File: src/verilog/scpt_pkg.sv
package scpt_pkg;
    // register word offsets (byte addresses)
    localparam logic [7:0] OFS_CTRL     = 8'h00;
    localparam logic [7:0] OFS_IRQ_EN   = 8'h0C;
    localparam logic [7:0] OFS_STATUS   = 8'h10;
    localparam logic [7:0] OFS_EVENT    = 8'h14;
    localparam logic [7:0] OFS_MODE     = 8'h18;
    localparam logic [7:0] OFS_OUTCFG   = 8'h20;
    localparam logic [7:0] OFS_COUNT    = 8'h24;
    localparam logic [7:0] OFS_PRESCALE = 8'h28;
    localparam logic [7:0] OFS_PERIOD   = 8'h2C;
    localparam logic [7:0] OFS_COMPARE  = 8'h34;
    // control register fields
    localparam int CTRL_RUN    = 0;
    localparam int CTRL_UPDATE_DISABLE   = 1;
    localparam int CTRL_USRC   = 2;
    localparam int CTRL_SHOT   = 3;
    localparam int CTRL_PPRE   = 7;
    localparam int CTRL_FDIV   = 8;
    localparam int CTRL_MIRROR = 11;
    localparam logic [15:0] CTRL_MASK  = 16'h0B8F;
    localparam logic [15:0] CTRL_RESET = 16'h0000;
    // mode register fields
    localparam int MODE_DIR  = 0;
    localparam int MODE_PRE  = 3;
    localparam int MODE_FLD  = 4;
    // output config / irq enable / status / event
    localparam int OUT_EN   = 0;
    localparam int OUT_POL  = 1;
    localparam int IE_UPD   = 0;
    localparam int IE_CMP   = 1;
    localparam int ST_UPD   = 0;
    localparam int ST_CMP   = 1;
    localparam int EV_UPD   = 0;
    localparam int EV_CMP   = 1;
    localparam int MIRROR_BIT = 31;
    localparam logic [15:0] PERIOD_RESET = 16'hFFFF;

    typedef enum logic [3:0] {
        SCPT_FROZEN   = 4'h0,
        SCPT_SET_ACT  = 4'h1,
        SCPT_SET_INA  = 4'h2,
        SCPT_TOGGLE   = 4'h3,
        SCPT_FORCE_LO = 4'h4,
        SCPT_FORCE_HI = 4'h5,
        SCPT_PWM1     = 4'h6,
        SCPT_PWM2     = 4'h7
    } scpt_mode_t;
endpackage

File: src/verilog/scpt_timer.sv
`timescale 1ns/1ps
// Behaviour
// - mode 0101 forces reference high, polarity applied
// - mode 0100 forces reference low
// - forced output still compares and flags
// - match actions: keep, active, inactive, toggle
// - counter equal compare sets compare flag
// - compare irq only when flag and enable
// - compare preload defers load to update
// - update event changes compare output only through PWM levels or a new match
// - modes 0110 and 0111 select PWM 1/2
// - PWM1 high while count below compare
// - edge-aligned PWM only, upcounting
// - single-shot clears run bit at update
// - mirror copies update flag to bit 31
// - filter divide 1, 2 or 4 clocks
// - period preload buffers period until update
// - update source selects overflow-only updates
// - update disable blocks update, still reinitialises
// - counter runs only while run bit set
// - count 0 to period, overflow, restart
// - update generation clears counters, self-clears
// - update flag rules for overflow and reinit
module scpt_timer #(
    parameter int WIDTH = 16
) (
    // clock and reset
    input  wire logic        clock,
    input  wire logic        rst_b,
    // register port
    input  wire logic [7:0]  reg_addr,
    input  wire logic [31:0] reg_wdata,
    input  wire logic        reg_write,
    input  wire logic        reg_read,
    output logic      [31:0] reg_rdata,
    // outputs
    output logic             compare_output_pin,
    output logic             compare_irq,
    output logic             update_irq,
    output logic             filter_sample_clock
);
    if (WIDTH < 2 || WIDTH > 16) begin : g_width_check
        $error("scpt_timer: WIDTH must be 2..16");
    end

    logic [15:0]      ctrl_reg;
    logic [1:0]       irq_en_reg;
    logic             update_flag_reg;
    logic             compare_flag_reg;
    logic [6:0]       mode_reg;
    logic [1:0]       outcfg_reg;
    logic [WIDTH-1:0] psc_pre_reg;
    logic [WIDTH-1:0] psc_shadow_reg;
    logic [WIDTH-1:0] period_pre_reg;
    logic [WIDTH-1:0] period_shadow_reg;
    logic [WIDTH-1:0] cmp_pre_reg;
    logic [WIDTH-1:0] cmp_shadow_reg;
    logic             reference_waveform;
    logic [WIDTH-1:0] count_value;
    logic             overflow;
    logic             match_reg;

    logic             wr_ctrl;
    logic             wr_event;
    logic             ug_now;
    logic             update_event;
    logic             reinit;
    logic             cmp_match;
    logic             cnt_load;
    scpt_pkg::scpt_mode_t compare_mode_field;

    function automatic logic hit(input logic [7:0] a, input logic [7:0] ofs);
        hit = (a == ofs);
    endfunction

    assign wr_ctrl            = reg_write && hit(reg_addr, scpt_pkg::OFS_CTRL);
    assign wr_event           = reg_write && hit(reg_addr, scpt_pkg::OFS_EVENT);
    assign ug_now             = wr_event && reg_wdata[scpt_pkg::EV_UPD];
    assign cnt_load           = reg_write && hit(reg_addr, scpt_pkg::OFS_COUNT);
    assign compare_mode_field = scpt_pkg::scpt_mode_t'({1'b0, mode_reg[scpt_pkg::MODE_FLD +: 3]});
    // update generation is a strobe that nothing holds, so it reads back zero
    assign reinit             = ug_now;
    // update disable blocks both sources; update source masks the software one
    assign update_event = !ctrl_reg[scpt_pkg::CTRL_UPDATE_DISABLE] &&
                          (overflow || (ug_now && !ctrl_reg[scpt_pkg::CTRL_USRC]));
    assign cmp_match    = ctrl_reg[scpt_pkg::CTRL_RUN] && (count_value == cmp_shadow_reg);

    scpt_counter #(
        .WIDTH (WIDTH)
    ) u_counter (
        .clock       (clock),
        .rst_b       (rst_b),
        .run         (ctrl_reg[scpt_pkg::CTRL_RUN]),
        .reinit      (reinit),
        .psc_ratio   (psc_shadow_reg),
        .period      (period_shadow_reg),
        .load_en     (cnt_load),
        .load_value  (reg_wdata[WIDTH-1:0]),
        .count_value (count_value),
        .overflow    (overflow)
    );

    scpt_filter_clk u_filter (
        .clock       (clock),
        .rst_b       (rst_b),
        .divide      (ctrl_reg[scpt_pkg::CTRL_FDIV +: 2]),
        .sample_tick (filter_sample_clock)
    );

    // control register; hardware clears run on update in single-shot mode
    always_ff @(posedge clock) begin
        if (!rst_b) begin
            ctrl_reg <= scpt_pkg::CTRL_RESET;
        end else if (wr_ctrl) begin
            ctrl_reg <= reg_wdata[15:0] & scpt_pkg::CTRL_MASK;
        end else if (update_event && ctrl_reg[scpt_pkg::CTRL_SHOT]) begin
            ctrl_reg[scpt_pkg::CTRL_RUN] <= 1'b0;
        end
    end

    always_ff @(posedge clock) begin
        if (!rst_b) begin
            irq_en_reg <= 2'h0;
            mode_reg   <= 7'h00;
            outcfg_reg <= 2'h0;
        end else if (reg_write) begin
            if (hit(reg_addr, scpt_pkg::OFS_IRQ_EN)) begin
                irq_en_reg <= reg_wdata[1:0];
            end
            if (hit(reg_addr, scpt_pkg::OFS_MODE)) begin
                mode_reg <= reg_wdata[6:0];
            end
            if (hit(reg_addr, scpt_pkg::OFS_OUTCFG)) begin
                outcfg_reg <= reg_wdata[1:0];
            end
        end
    end

    // preload registers always take writes; shadows load at update or at once
    always_ff @(posedge clock) begin
        if (!rst_b) begin
            period_pre_reg <= WIDTH'(scpt_pkg::PERIOD_RESET);
            psc_pre_reg    <= '0;
            cmp_pre_reg    <= '0;
        end else if (reg_write) begin
            if (hit(reg_addr, scpt_pkg::OFS_PERIOD)) begin
                period_pre_reg <= reg_wdata[WIDTH-1:0];
            end
            if (hit(reg_addr, scpt_pkg::OFS_PRESCALE)) begin
                psc_pre_reg <= reg_wdata[WIDTH-1:0];
            end
            if (hit(reg_addr, scpt_pkg::OFS_COMPARE)) begin
                cmp_pre_reg <= reg_wdata[WIDTH-1:0];
            end
        end
    end

    always_ff @(posedge clock) begin
        if (!rst_b) begin
            period_shadow_reg <= WIDTH'(scpt_pkg::PERIOD_RESET);
        end else if (!ctrl_reg[scpt_pkg::CTRL_PPRE]) begin
            period_shadow_reg <= period_pre_reg;
        end else if (update_event) begin
            period_shadow_reg <= period_pre_reg;
        end
    end

    always_ff @(posedge clock) begin
        if (!rst_b) begin
            psc_shadow_reg <= '0;
        end else if (update_event) begin
            psc_shadow_reg <= psc_pre_reg;
        end
    end

    always_ff @(posedge clock) begin
        if (!rst_b) begin
            cmp_shadow_reg <= '0;
        end else if (!mode_reg[scpt_pkg::MODE_PRE]) begin
            cmp_shadow_reg <= cmp_pre_reg;
        end else if (update_event) begin
            cmp_shadow_reg <= cmp_pre_reg;
        end
    end

    // flags: hardware set wins over software write-zero clear
    always_ff @(posedge clock) begin
        if (!rst_b) begin
            update_flag_reg <= 1'b0;
        end else if (update_event) begin
            update_flag_reg <= 1'b1;
        end else if (reg_write && hit(reg_addr, scpt_pkg::OFS_STATUS) &&
                     !reg_wdata[scpt_pkg::ST_UPD]) begin
            update_flag_reg <= 1'b0;
        end
    end

    always_ff @(posedge clock) begin
        if (!rst_b) begin
            match_reg <= 1'b0;
        end else begin
            match_reg <= cmp_match;
        end
    end

    always_ff @(posedge clock) begin
        if (!rst_b) begin
            compare_flag_reg <= 1'b0;
        end else if ((cmp_match && !match_reg) ||
                     (wr_event && reg_wdata[scpt_pkg::EV_CMP])) begin
            compare_flag_reg <= 1'b1;
        end else if (reg_write && hit(reg_addr, scpt_pkg::OFS_STATUS) &&
                     !reg_wdata[scpt_pkg::ST_CMP]) begin
            compare_flag_reg <= 1'b0;
        end
    end

    // reference waveform; update events play no part here
    always_ff @(posedge clock) begin
        if (!rst_b) begin
            reference_waveform <= 1'b0;
        end else if (!mode_reg[scpt_pkg::MODE_DIR]) begin
            case (compare_mode_field)
                scpt_pkg::SCPT_FROZEN:   reference_waveform <= reference_waveform;
                scpt_pkg::SCPT_SET_ACT:  if (cmp_match) reference_waveform <= 1'b1;
                scpt_pkg::SCPT_SET_INA:  if (cmp_match) reference_waveform <= 1'b0;
                scpt_pkg::SCPT_TOGGLE: begin
                    if (cmp_match && !match_reg) begin
                        reference_waveform <= !reference_waveform;
                    end
                end
                scpt_pkg::SCPT_FORCE_LO: reference_waveform <= 1'b0;
                scpt_pkg::SCPT_FORCE_HI: reference_waveform <= 1'b1;
                // edge-aligned only: the counter has no down direction
                scpt_pkg::SCPT_PWM1:     reference_waveform <= (count_value < cmp_shadow_reg);
                scpt_pkg::SCPT_PWM2:     reference_waveform <= !(count_value < cmp_shadow_reg);
                default:                 reference_waveform <= reference_waveform;
            endcase
        end
    end

    always_ff @(posedge clock) begin
        if (!rst_b) begin
            compare_output_pin <= 1'b0;
        end else if (!outcfg_reg[scpt_pkg::OUT_EN]) begin
            compare_output_pin <= 1'b0;
        end else begin
            compare_output_pin <= reference_waveform ^ outcfg_reg[scpt_pkg::OUT_POL];
        end
    end

    always_ff @(posedge clock) begin
        if (!rst_b) begin
            compare_irq <= 1'b0;
            update_irq  <= 1'b0;
        end else begin
            compare_irq <= compare_flag_reg && irq_en_reg[scpt_pkg::IE_CMP];
            update_irq  <= update_flag_reg && irq_en_reg[scpt_pkg::IE_UPD];
        end
    end

    // read data one cycle after the strobe, zero otherwise and on unmapped offsets
    always_ff @(posedge clock) begin
        if (!rst_b || !reg_read) begin
            reg_rdata <= 32'h0000_0000;
        end else begin
            case (reg_addr)
                scpt_pkg::OFS_CTRL:     reg_rdata <= {16'h0000, ctrl_reg};
                scpt_pkg::OFS_IRQ_EN:   reg_rdata <= {30'h0, irq_en_reg};
                scpt_pkg::OFS_STATUS:   reg_rdata <= {30'h0, compare_flag_reg, update_flag_reg};
                scpt_pkg::OFS_MODE:     reg_rdata <= {25'h0, mode_reg};
                scpt_pkg::OFS_OUTCFG:   reg_rdata <= {30'h0, outcfg_reg};
                scpt_pkg::OFS_COUNT:    reg_rdata <= {ctrl_reg[scpt_pkg::CTRL_MIRROR] &&
                                                      update_flag_reg,
                                                      (31 - WIDTH)'(0), count_value};
                scpt_pkg::OFS_PRESCALE: reg_rdata <= 32'(psc_pre_reg);
                scpt_pkg::OFS_PERIOD:   reg_rdata <= 32'(period_pre_reg);
                scpt_pkg::OFS_COMPARE:  reg_rdata <= 32'(cmp_pre_reg);
                default:                reg_rdata <= 32'h0000_0000;
            endcase
        end
    end

    a_single_shot_stop: assert property (@(posedge clock) disable iff (!rst_b)
        (update_event && ctrl_reg[scpt_pkg::CTRL_SHOT] && !wr_ctrl)
            |=> !ctrl_reg[scpt_pkg::CTRL_RUN])
        else $error("run bit not cleared after single-shot update");
    a_force_high_pin: assert property (@(posedge clock) disable iff (!rst_b)
        (compare_mode_field == scpt_pkg::SCPT_FORCE_HI && !mode_reg[0] && outcfg_reg == 2'h1)
            [*2] |=> compare_output_pin)
        else $error("forced high not on pin");
    a_force_low_ref: assert property (@(posedge clock) disable iff (!rst_b)
        (compare_mode_field == scpt_pkg::SCPT_FORCE_LO && !mode_reg[0]) |=> !reference_waveform)
        else $error("forced low not on reference");
    a_match_flag: assert property (@(posedge clock) disable iff (!rst_b)
        (cmp_match && !match_reg) |=> compare_flag_reg)
        else $error("match did not set compare flag");
    a_irq_gate: assert property (@(posedge clock) disable iff (!rst_b)
        compare_irq |-> $past(compare_flag_reg) && $past(irq_en_reg[1]))
        else $error("compare irq without flag and enable");
    a_ug_clears_cnt: assert property (@(posedge clock) disable iff (!rst_b)
        ug_now |=> count_value == '0)
        else $error("update generation left counter nonzero");
    a_update_disable_no_flag: assert property (@(posedge clock) disable iff (!rst_b)
        (ctrl_reg[1] && !update_flag_reg && !wr_ctrl) |=> !update_flag_reg)
        else $error("update flag set while updates disabled");
    a_hold_stopped: assert property (@(posedge clock) disable iff (!rst_b)
        (!ctrl_reg[0] && !ug_now && !cnt_load) |=> $stable(count_value))
        else $error("counter moved while stopped");
    a_pin_disabled: assert property (@(posedge clock) disable iff (!rst_b)
        !outcfg_reg[0] |=> !compare_output_pin)
        else $error("pin driven while output disabled");
    a_update_flag_set: assert property (@(posedge clock) disable iff (!rst_b)
        update_event |=> update_flag_reg)
        else $error("update event did not set update flag");
    a_pwm1_level: assert property (@(posedge clock) disable iff (!rst_b)
        (compare_mode_field == scpt_pkg::SCPT_PWM1 && !mode_reg[scpt_pkg::MODE_DIR])
            |=> reference_waveform == $past(count_value < cmp_shadow_reg))
        else $error("mode 1 reference not high below compare");
    a_pwm2_level: assert property (@(posedge clock) disable iff (!rst_b)
        (compare_mode_field == scpt_pkg::SCPT_PWM2 && !mode_reg[scpt_pkg::MODE_DIR])
            |=> reference_waveform == $past(count_value >= cmp_shadow_reg))
        else $error("mode 2 reference not low below compare");
    a_period_buffered: assert property (@(posedge clock) disable iff (!rst_b)
        (ctrl_reg[scpt_pkg::CTRL_PPRE] && !update_event) |=> $stable(period_shadow_reg))
        else $error("buffered period changed without update");
    a_cmp_buffered: assert property (@(posedge clock) disable iff (!rst_b)
        (mode_reg[scpt_pkg::MODE_PRE] && !update_event) |=> $stable(cmp_shadow_reg))
        else $error("buffered compare changed without update");
    a_ref_no_update: assert property (@(posedge clock) disable iff (!rst_b)
        (update_event && !cmp_match && !mode_reg[scpt_pkg::MODE_DIR] &&
         compare_mode_field <= scpt_pkg::SCPT_TOGGLE) |=> $stable(reference_waveform))
        else $error("update event moved compare reference");

    c_overflow: cover property (@(posedge clock) disable iff (!rst_b) overflow);
    c_single_shot: cover property (@(posedge clock) disable iff (!rst_b)
        ctrl_reg[3] && update_event);
    c_pwm_run: cover property (@(posedge clock) disable iff (!rst_b)
        compare_mode_field == scpt_pkg::SCPT_PWM1 && reference_waveform);
    c_toggle: cover property (@(posedge clock) disable iff (!rst_b)
        compare_mode_field == scpt_pkg::SCPT_TOGGLE && cmp_match);
    c_period_load: cover property (@(posedge clock) disable iff (!rst_b)
        ctrl_reg[scpt_pkg::CTRL_PPRE] && update_event);
endmodule // scpt_timer

File: src/verilog/scpt_counter.sv
`timescale 1ns/1ps
// prescaler plus up counter; reinit clears both without changing the ratio
module scpt_counter #(
    parameter int WIDTH = 16
) (
    // clock and reset
    input  wire logic             clock,
    input  wire logic             rst_b,
    // control
    input  wire logic             run,
    input  wire logic             reinit,
    input  wire logic [WIDTH-1:0] psc_ratio,
    input  wire logic [WIDTH-1:0] period,
    input  wire logic             load_en,
    input  wire logic [WIDTH-1:0] load_value,
    // state
    output logic      [WIDTH-1:0] count_value,
    output logic                  overflow
);
    if (WIDTH < 2 || WIDTH > 31) begin : g_width_check
        $error("scpt_counter: WIDTH out of range");
    end

    logic [WIDTH-1:0] psc_reg;
    logic             tick;

    assign tick     = run && (psc_reg == psc_ratio);
    assign overflow = tick && (count_value >= period);

    always_ff @(posedge clock) begin
        if (!rst_b || reinit || !run) begin
            psc_reg <= '0;
        end else if (tick) begin
            psc_reg <= '0;
        end else begin
            psc_reg <= psc_reg + 1'b1;
        end
    end

    always_ff @(posedge clock) begin
        if (!rst_b || reinit) begin
            count_value <= '0;
        end else if (load_en) begin
            count_value <= load_value;
        end else if (overflow) begin
            count_value <= '0;
        end else if (tick) begin
            count_value <= count_value + 1'b1;
        end
    end
endmodule // scpt_counter

File: src/verilog/scpt_filter_clk.sv
`timescale 1ns/1ps
// filter sample strobe: one kernel clock in 1, 2 or 4
module scpt_filter_clk (
    // clock and reset
    input  wire logic       clock,
    input  wire logic       rst_b,
    // division select
    input  wire logic [1:0] divide,
    // strobe
    output logic            sample_tick
);
    logic [1:0] div_reg;
    logic [1:0] limit;

    always_comb begin
        case (divide)
            2'h0:    limit = 2'h0;
            2'h1:    limit = 2'h1;
            2'h2:    limit = 2'h3;
            default: limit = 2'h0; // reserved code behaves as divide by one
        endcase
    end

    always_ff @(posedge clock) begin
        if (!rst_b || div_reg >= limit) begin
            div_reg <= 2'h0;
        end else begin
            div_reg <= div_reg + 2'h1;
        end
    end

    always_ff @(posedge clock) begin
        if (!rst_b) begin
            sample_tick <= 1'b0;
        end else begin
            sample_tick <= (div_reg >= limit);
        end
    end
endmodule // scpt_filter_clk

File: config.mk
export PLATFORM = sky130hd
export DESIGN_NAME = scpt_timer
export DESIGN_NICKNAME = d
export VERILOG_FILES = /design/src/verilog/scpt_pkg.sv /design/src/verilog/scpt_timer.sv /design/src/verilog/scpt_counter.sv /design/src/verilog/scpt_filter_clk.sv
export SDC_FILE = /design/constraint.sdc
export NUM_CORES = 1
export LEC_CHECK = 0
export BUFFER_PORTS_ARGS = -buffer_cell sky130_fd_sc_hd__clkbuf_2
export CAP_MARGIN = 25
export CORE_UTILIZATION = 29
export CTS_CLUSTER_DIAMETER = 50
export DETAILED_ROUTE_END_ITERATION = 12
export SYNTH_ARGS = -nofsm -noshare
export SYNTH_HDL_FRONTEND = slang
export SYNTH_SLANG_ARGS = --single-unit
export TNS_END_PERCENT = 30
File: constraint.sdc
create_clock -name clock -period 2.5 [get_ports clock]
set_input_delay 0.125 -clock clock [delete_from_list [all_inputs] [get_ports clock]]
set_output_delay 0.125 -clock clock [all_outputs]
set_load 0.02 [all_outputs]
==> out/results.txt <==
The flow ran to the end, but the final reports show violations. The checks that failed: negative setup slack. The tools report the mapped cell area as 8440 um^2.

The terminus of the critical flop-to-flop path is psc_shadow_reg[14]. In this run the power density over the cells is 548 nW/um^2. At the end of the flow, the number of nets in the layout was 1154.

The logs give 7464 for the routed via count and 1431 for the placed cell count. In this run the remaining antenna-violating nets after routing total 0. The number of buffers between clock root and the deepest sink is 2. The share of synthesized registers carrying an async set or reset was 0%; the count of port buffers added during placement was 48. Part of the Yosys area used for sequential elements: 41.3%. The via count normalized by instance count came out at 5.08. Summing the areas of all fa, ha and maj instances in the mapped netlist gives 5.49% of the synthesized area.

After technology mapping, the gate count stands at 1009. Number of max-cap violations: 0. For the final setup violation count, the log shows 7.

TritonCTS built the clock tree. The aggregate global-route resource usage was 16.3%. Data on the critical path arrives at its endpoint at 2.84 ns. Of the post-synthesis cell area, the part taken by muxes is 4.15%.

Largest register by flop count: reg_rdata. In the final layout, the share of cells above drive strength 1 is 18.3%. 0 antenna diodes ended up in the layout. The number of enable flip-flop cells after synthesis is 0, and the total I/O pin count is 80. Row generation in the floorplan step produced 62 rows. Walking the worst path, the cells encountered are inv_1 -> ha_4 -> and4_4 -> nand4_1 -> or4_4 -> nand3b_4 -> buf_12 -> a31oi_4 -> clkbuf_16 -> mux2i_1 -> nor2b_1.

The leakage power is 4.06 nW. The startpoint identified for the worst hold timing path is reg_wdata[14]. The number of cells traversed by the worst register-to-register path works out to 11. At the worst endpoint, the required time is 2.83 ns. The relative contribution of sequential cells to total power is 49.4%. For the internal power consumption, the log shows 0.00426 W.

The Yosys step of the flow raised 0 warnings. The cell sitting at the root of the clock tree is a sky130_fd_sc_hd__clkbuf_16. The count of hold-fix buffers inserted at cts is 0, and the final weighted congestion in routability-driven placement is 0.863. The clock-pin transition on the worst setup and hold timing paths is 0.07 ns, and the average cell area after synthesis is 8.36 um^2. Setup slack on the worst reg-to-reg path comes out at -0.009 ns. The worst-case IR drop observed on VDD is 0.000519 V. The number of distinct standard cells referenced by the synthesized netlist came out at 54.

The share of total power dissipated in the clock network is 46.7%. Net switching is 24.3% of the power. For this configuration, the core starts out at a cell density of 29.5%. After detailed routing, the number of remaining DRC violations is 0. The synthesized netlist devotes 22.8% of its cell area to simple gates. The share of total power dissipated in combinational logic is 3.9%. The type of the worst min-delay path is in2reg. The combinational family with the most area after synthesis is simple AND/OR/NAND/NOR gates. The flip-flop count of the largest register, all copies and words added was 17. The worst-path maximum fanout was 8; the hold path depth was 3. The end of the worst hold path is period_pre_reg[14]. The tools report the pin count of the biggest net entering global routing as 115.

The synthesized netlist devotes 3.53% of its cell area to XOR and XNOR gates. In this run the power spent charging and discharging nets is 0.00137 W. After global routing the overflow that remains totals 0. The final critical path takes up 100% of the cycle. After detailed routing, the average wire length per cell comes to 16.6 um.

The run gives 0 as the final number of hold-violating endpoints. The tools report the launching point of the worst reg2reg path as period_shadow_reg[13]. STA classifies the critical path startpoint as a flip-flop. The run gives 2915 as the fill cell total of the finished layout.

Type of the worst setup path: reg2reg. The first routing iteration left 570 violations. The run gives 0.0171 ns as the worst-case hold slack. Highest-delay cell along the critical path: sky130_fd_sc_hd__or4_4.

The final setup slack of the worst path came out at -0.00913 ns. The first detailed-routing pass ran for 6 iterations. Headroom to the max-slew limit came out at 27.7%. The shortest clock period the worst path allows after layout came out at 2.51 ns. The logs give 6948 for the number of global-route vias before repair and 0.44 ns for the clock network latency to the later pin of the worst-skew pair. Full die area: 29800 um^2. Setup repair after global routing could not meet its margin everywhere.

Counting every sink on the clock net gives 174. The largest incremental delay on the critical path was 0.58 ns; the H-tree depth reported by CTS was 4. The detailed placer's ending HPWL came out at 17500 um.

Timing would allow up to 0.399 GHz. The first global-routing pass estimated 38100 um of wire. The core region is 28600 um^2. The die is 173 um wide. For this block, the routed nets add up to 24300 um of wire.

The leading register cell type out of synthesis is sky130_fd_sc_hd__dfxtp_1. The die boundary height came out at 173 um. Relative to the synthesized area, the layout overhead comes to 21.7%. Sort of element at the end of the critical path: a flip-flop. The number of max-slew violations in the final report is 0, and the fraction of the mapped netlist area in compound gates is 16.4%. On the final layout, the worst clock skew is 0.0137 ns. The number of antenna violations at the first check in global routing was 0; the flip-flop and latch count after synthesis was 174. TritonCTS created 17 clock buffers.

For the pin with the worst max-slew slack, the measured transition is 1.08 ns. The finished layout holds 1470 standard cells, fillers aside.
power by group through the flow:
stage / logic (W) / registers, W / clock network, W
floorplan: 0.000135 / 0.00284 / 0
global placement: 0.000212 / 0.00284 / 0
detailed placement: 0.000213 / 0.00284 / 0
CTS: 0.000215 / 0.00278 / 0.00267
global route: 0.000235 / 0.00278 / 0.00280
finish: 0.000221 / 0.00278 / 0.00263
repair_timing:
item                                    4_1_cts  5_1_grt
buffers inserted                              2        3
gates cloned                                  1        2
pin swaps                                     5       30
resized for setup                            31       50
endpoints found under the setup margin       59       78
cell usage after synthesis (2+ instances only):
library cell | count | area [um^2]
sky130_fd_sc_hd__nand3b_1 | 2 | 15.0
sky130_fd_sc_hd__o21ai_0 | 53 | 265
sky130_fd_sc_hd__nor3_1 | 6 | 30.0
sky130_fd_sc_hd__nand4_1 | 8 | 50.1
sky130_fd_sc_hd__buf_4 | 15 | 113
sky130_fd_sc_hd__inv_1 | 40 | 150
sky130_fd_sc_hd__nor2_1 | 45 | 169
sky130_fd_sc_hd__xor2_1 | 27 | 236
sky130_fd_sc_hd__a21boi_0 | 51 | 383
sky130_fd_sc_hd__a22o_1 | 2 | 17.5
sky130_fd_sc_hd__a21o_1 | 3 | 22.5
sky130_fd_sc_hd__ha_1 | 37 | 463
sky130_fd_sc_hd__and4_1 | 4 | 35.0
sky130_fd_sc_hd__nand4b_1 | 2 | 17.5
sky130_fd_sc_hd__a21oi_1 | 34 | 170
sky130_fd_sc_hd__nand2_1 | 171 | 642
sky130_fd_sc_hd__dfxtp_1 | 174 | 3480
sky130_fd_sc_hd__clkbuf_1 | 51 | 191
sky130_fd_sc_hd__nand3_1 | 88 | 440
sky130_fd_sc_hd__or4_1 | 3 | 22.5
sky130_fd_sc_hd__nand2b_1 | 4 | 25.0
sky130_fd_sc_hd__nor4b_1 | 2 | 17.5
sky130_fd_sc_hd__buf_2 | 5 | 25.0
sky130_fd_sc_hd__o21a_1 | 2 | 15.0
sky130_fd_sc_hd__a22oi_1 | 29 | 218
sky130_fd_sc_hd__nor2b_1 | 24 | 150
sky130_fd_sc_hd__a221oi_1 | 7 | 61.3
sky130_fd_sc_hd__xnor2_1 | 7 | 61.3
sky130_fd_sc_hd__buf_6 | 4 | 45.0
sky130_fd_sc_hd__a31oi_1 | 15 | 93.8
sky130_fd_sc_hd__nor4_1 | 7 | 43.8
sky130_fd_sc_hd__mux2i_1 | 35 | 350
sky130_fd_sc_hd__and3_1 | 16 | 100
sky130_fd_sc_hd__a222oi_1 | 7 | 70.1
sky130_fd_sc_hd__and2_1 | 8 | 50.1
sky130_fd_sc_hd__or3_1 | 3 | 18.8
kinds of logic after synthesis:
kind of cell | after synthesis
AND/OR/NAND/NOR | 402
buffers and inverters | 116
adder cells (fa/ha/maj) | 37
flip-flops | 174
multiplexers | 35
AO/OA/AOI/OAI | 210
other | 1
XOR/XNOR | 34
routing by layer:
| metal | wire length (um) | vias up | global-route usage, % |
|---|---|---|---|
| li1 | - | 3620 | - |
| met3 | 1260 | 37 | 3.10 |
| met2 | 11600 | 222 | 26.7 |
| met5 | 0 | - | 0 |
| met1 | 10900 | 3585 | 21.1 |
| met4 | 554 | 0 | 5.92 |
area by class of cell:
cell class,count,area [um^2],share of cell area (%)
timing repair buffer,107,791,7.70
clock inverter,13,129,1.26
tap,384,480,4.68
sequential,174,3490,34.0
multi-input combinational,733,4780,46.5
clock buffer,19,443,4.32
inverter,40,150,1.46
layout by cell type, fill, tap and decap left out, types with 5 or more instances in the layout:
cell                          n
sky130_fd_sc_hd__nor3_1       6
sky130_fd_sc_hd__and3_1      16
sky130_fd_sc_hd__nor2b_1     24
sky130_fd_sc_hd__ha_4         8
sky130_fd_sc_hd__xnor2_1      7
sky130_fd_sc_hd__o21ai_2     12
sky130_fd_sc_hd__inv_1       36
sky130_fd_sc_hd__mux2i_1     34
sky130_fd_sc_hd__ha_1        29
sky130_fd_sc_hd__buf_12       5
sky130_fd_sc_hd__a31oi_1     13
sky130_fd_sc_hd__buf_4       51
sky130_fd_sc_hd__nor4_1       6
sky130_fd_sc_hd__clkbuf_16   19
sky130_fd_sc_hd__dfxtp_1    166
sky130_fd_sc_hd__nor2_1      45
sky130_fd_sc_hd__nand4_1      8
sky130_fd_sc_hd__a222oi_1     7
sky130_fd_sc_hd__o21ai_1      7
sky130_fd_sc_hd__dfxtp_2      8
sky130_fd_sc_hd__conb_1      15
sky130_fd_sc_hd__clkbuf_2    47
sky130_fd_sc_hd__inv_6        5
sky130_fd_sc_hd__nand3_2      7
sky130_fd_sc_hd__nand2_1    170
sky130_fd_sc_hd__o21ai_0     35
sky130_fd_sc_hd__a21boi_0    49
sky130_fd_sc_hd__and2_1       7
sky130_fd_sc_hd__a22oi_1     29
sky130_fd_sc_hd__xor2_1      27
sky130_fd_sc_hd__a21oi_1     33
sky130_fd_sc_hd__nand3_1     81
critical path, delay by kind of cell, from the launching register on:
family | cells | cell delay (ns)
simple gates | 5 | 1.09
buf+inv | 3 | 0.42
flops | 1 | 0.33
fa+ha+maj | 1 | 0.26
compound gates | 1 | 0.15
mux | 1 | 0.15
worst max-delay path by stage:
stage	cells after the start	start	slack (ns)	endpoint
after floorplan	11	u_counter.count_value[0]	0.07	period_shadow_reg[10]
after global placement	12	u_counter.count_value[0]	-0.06	psc_shadow_reg[11]
after detailed placement	12	u_counter.count_value[0]	-0.1	psc_shadow_reg[10]
after CTS	12	period_shadow_reg[13]	-0.01	cmp_shadow_reg[2]
after global routing	11	period_shadow_reg[13]	-0.13	period_shadow_reg[14]
final	11	period_shadow_reg[13]	-0.009	psc_shadow_reg[14]
stage by stage:
stage / utilization [%] / worst slack, ns / power (W) / setup TNS, ns / cell area [um^2]
after floorplan: - / 0.0716 / 0.00298 / 0 / 8490
after global placement: 32.4 / -0.0553 / 0.00305 / -1.66 / 9290
after detailed placement: 32.4 / -0.0975 / 0.00305 / -3.96 / 9290
after CTS: 34.9 / -0.0117 / 0.00566 / -0.0892 / 9980
after global routing: 35.9 / -0.127 / 0.00581 / -3.69 / 10300
final: 35.9 / -0.00913 / 0.00563 / -0.0378 / 10300
No activity file was read; power rests on OpenSTA's default activity.
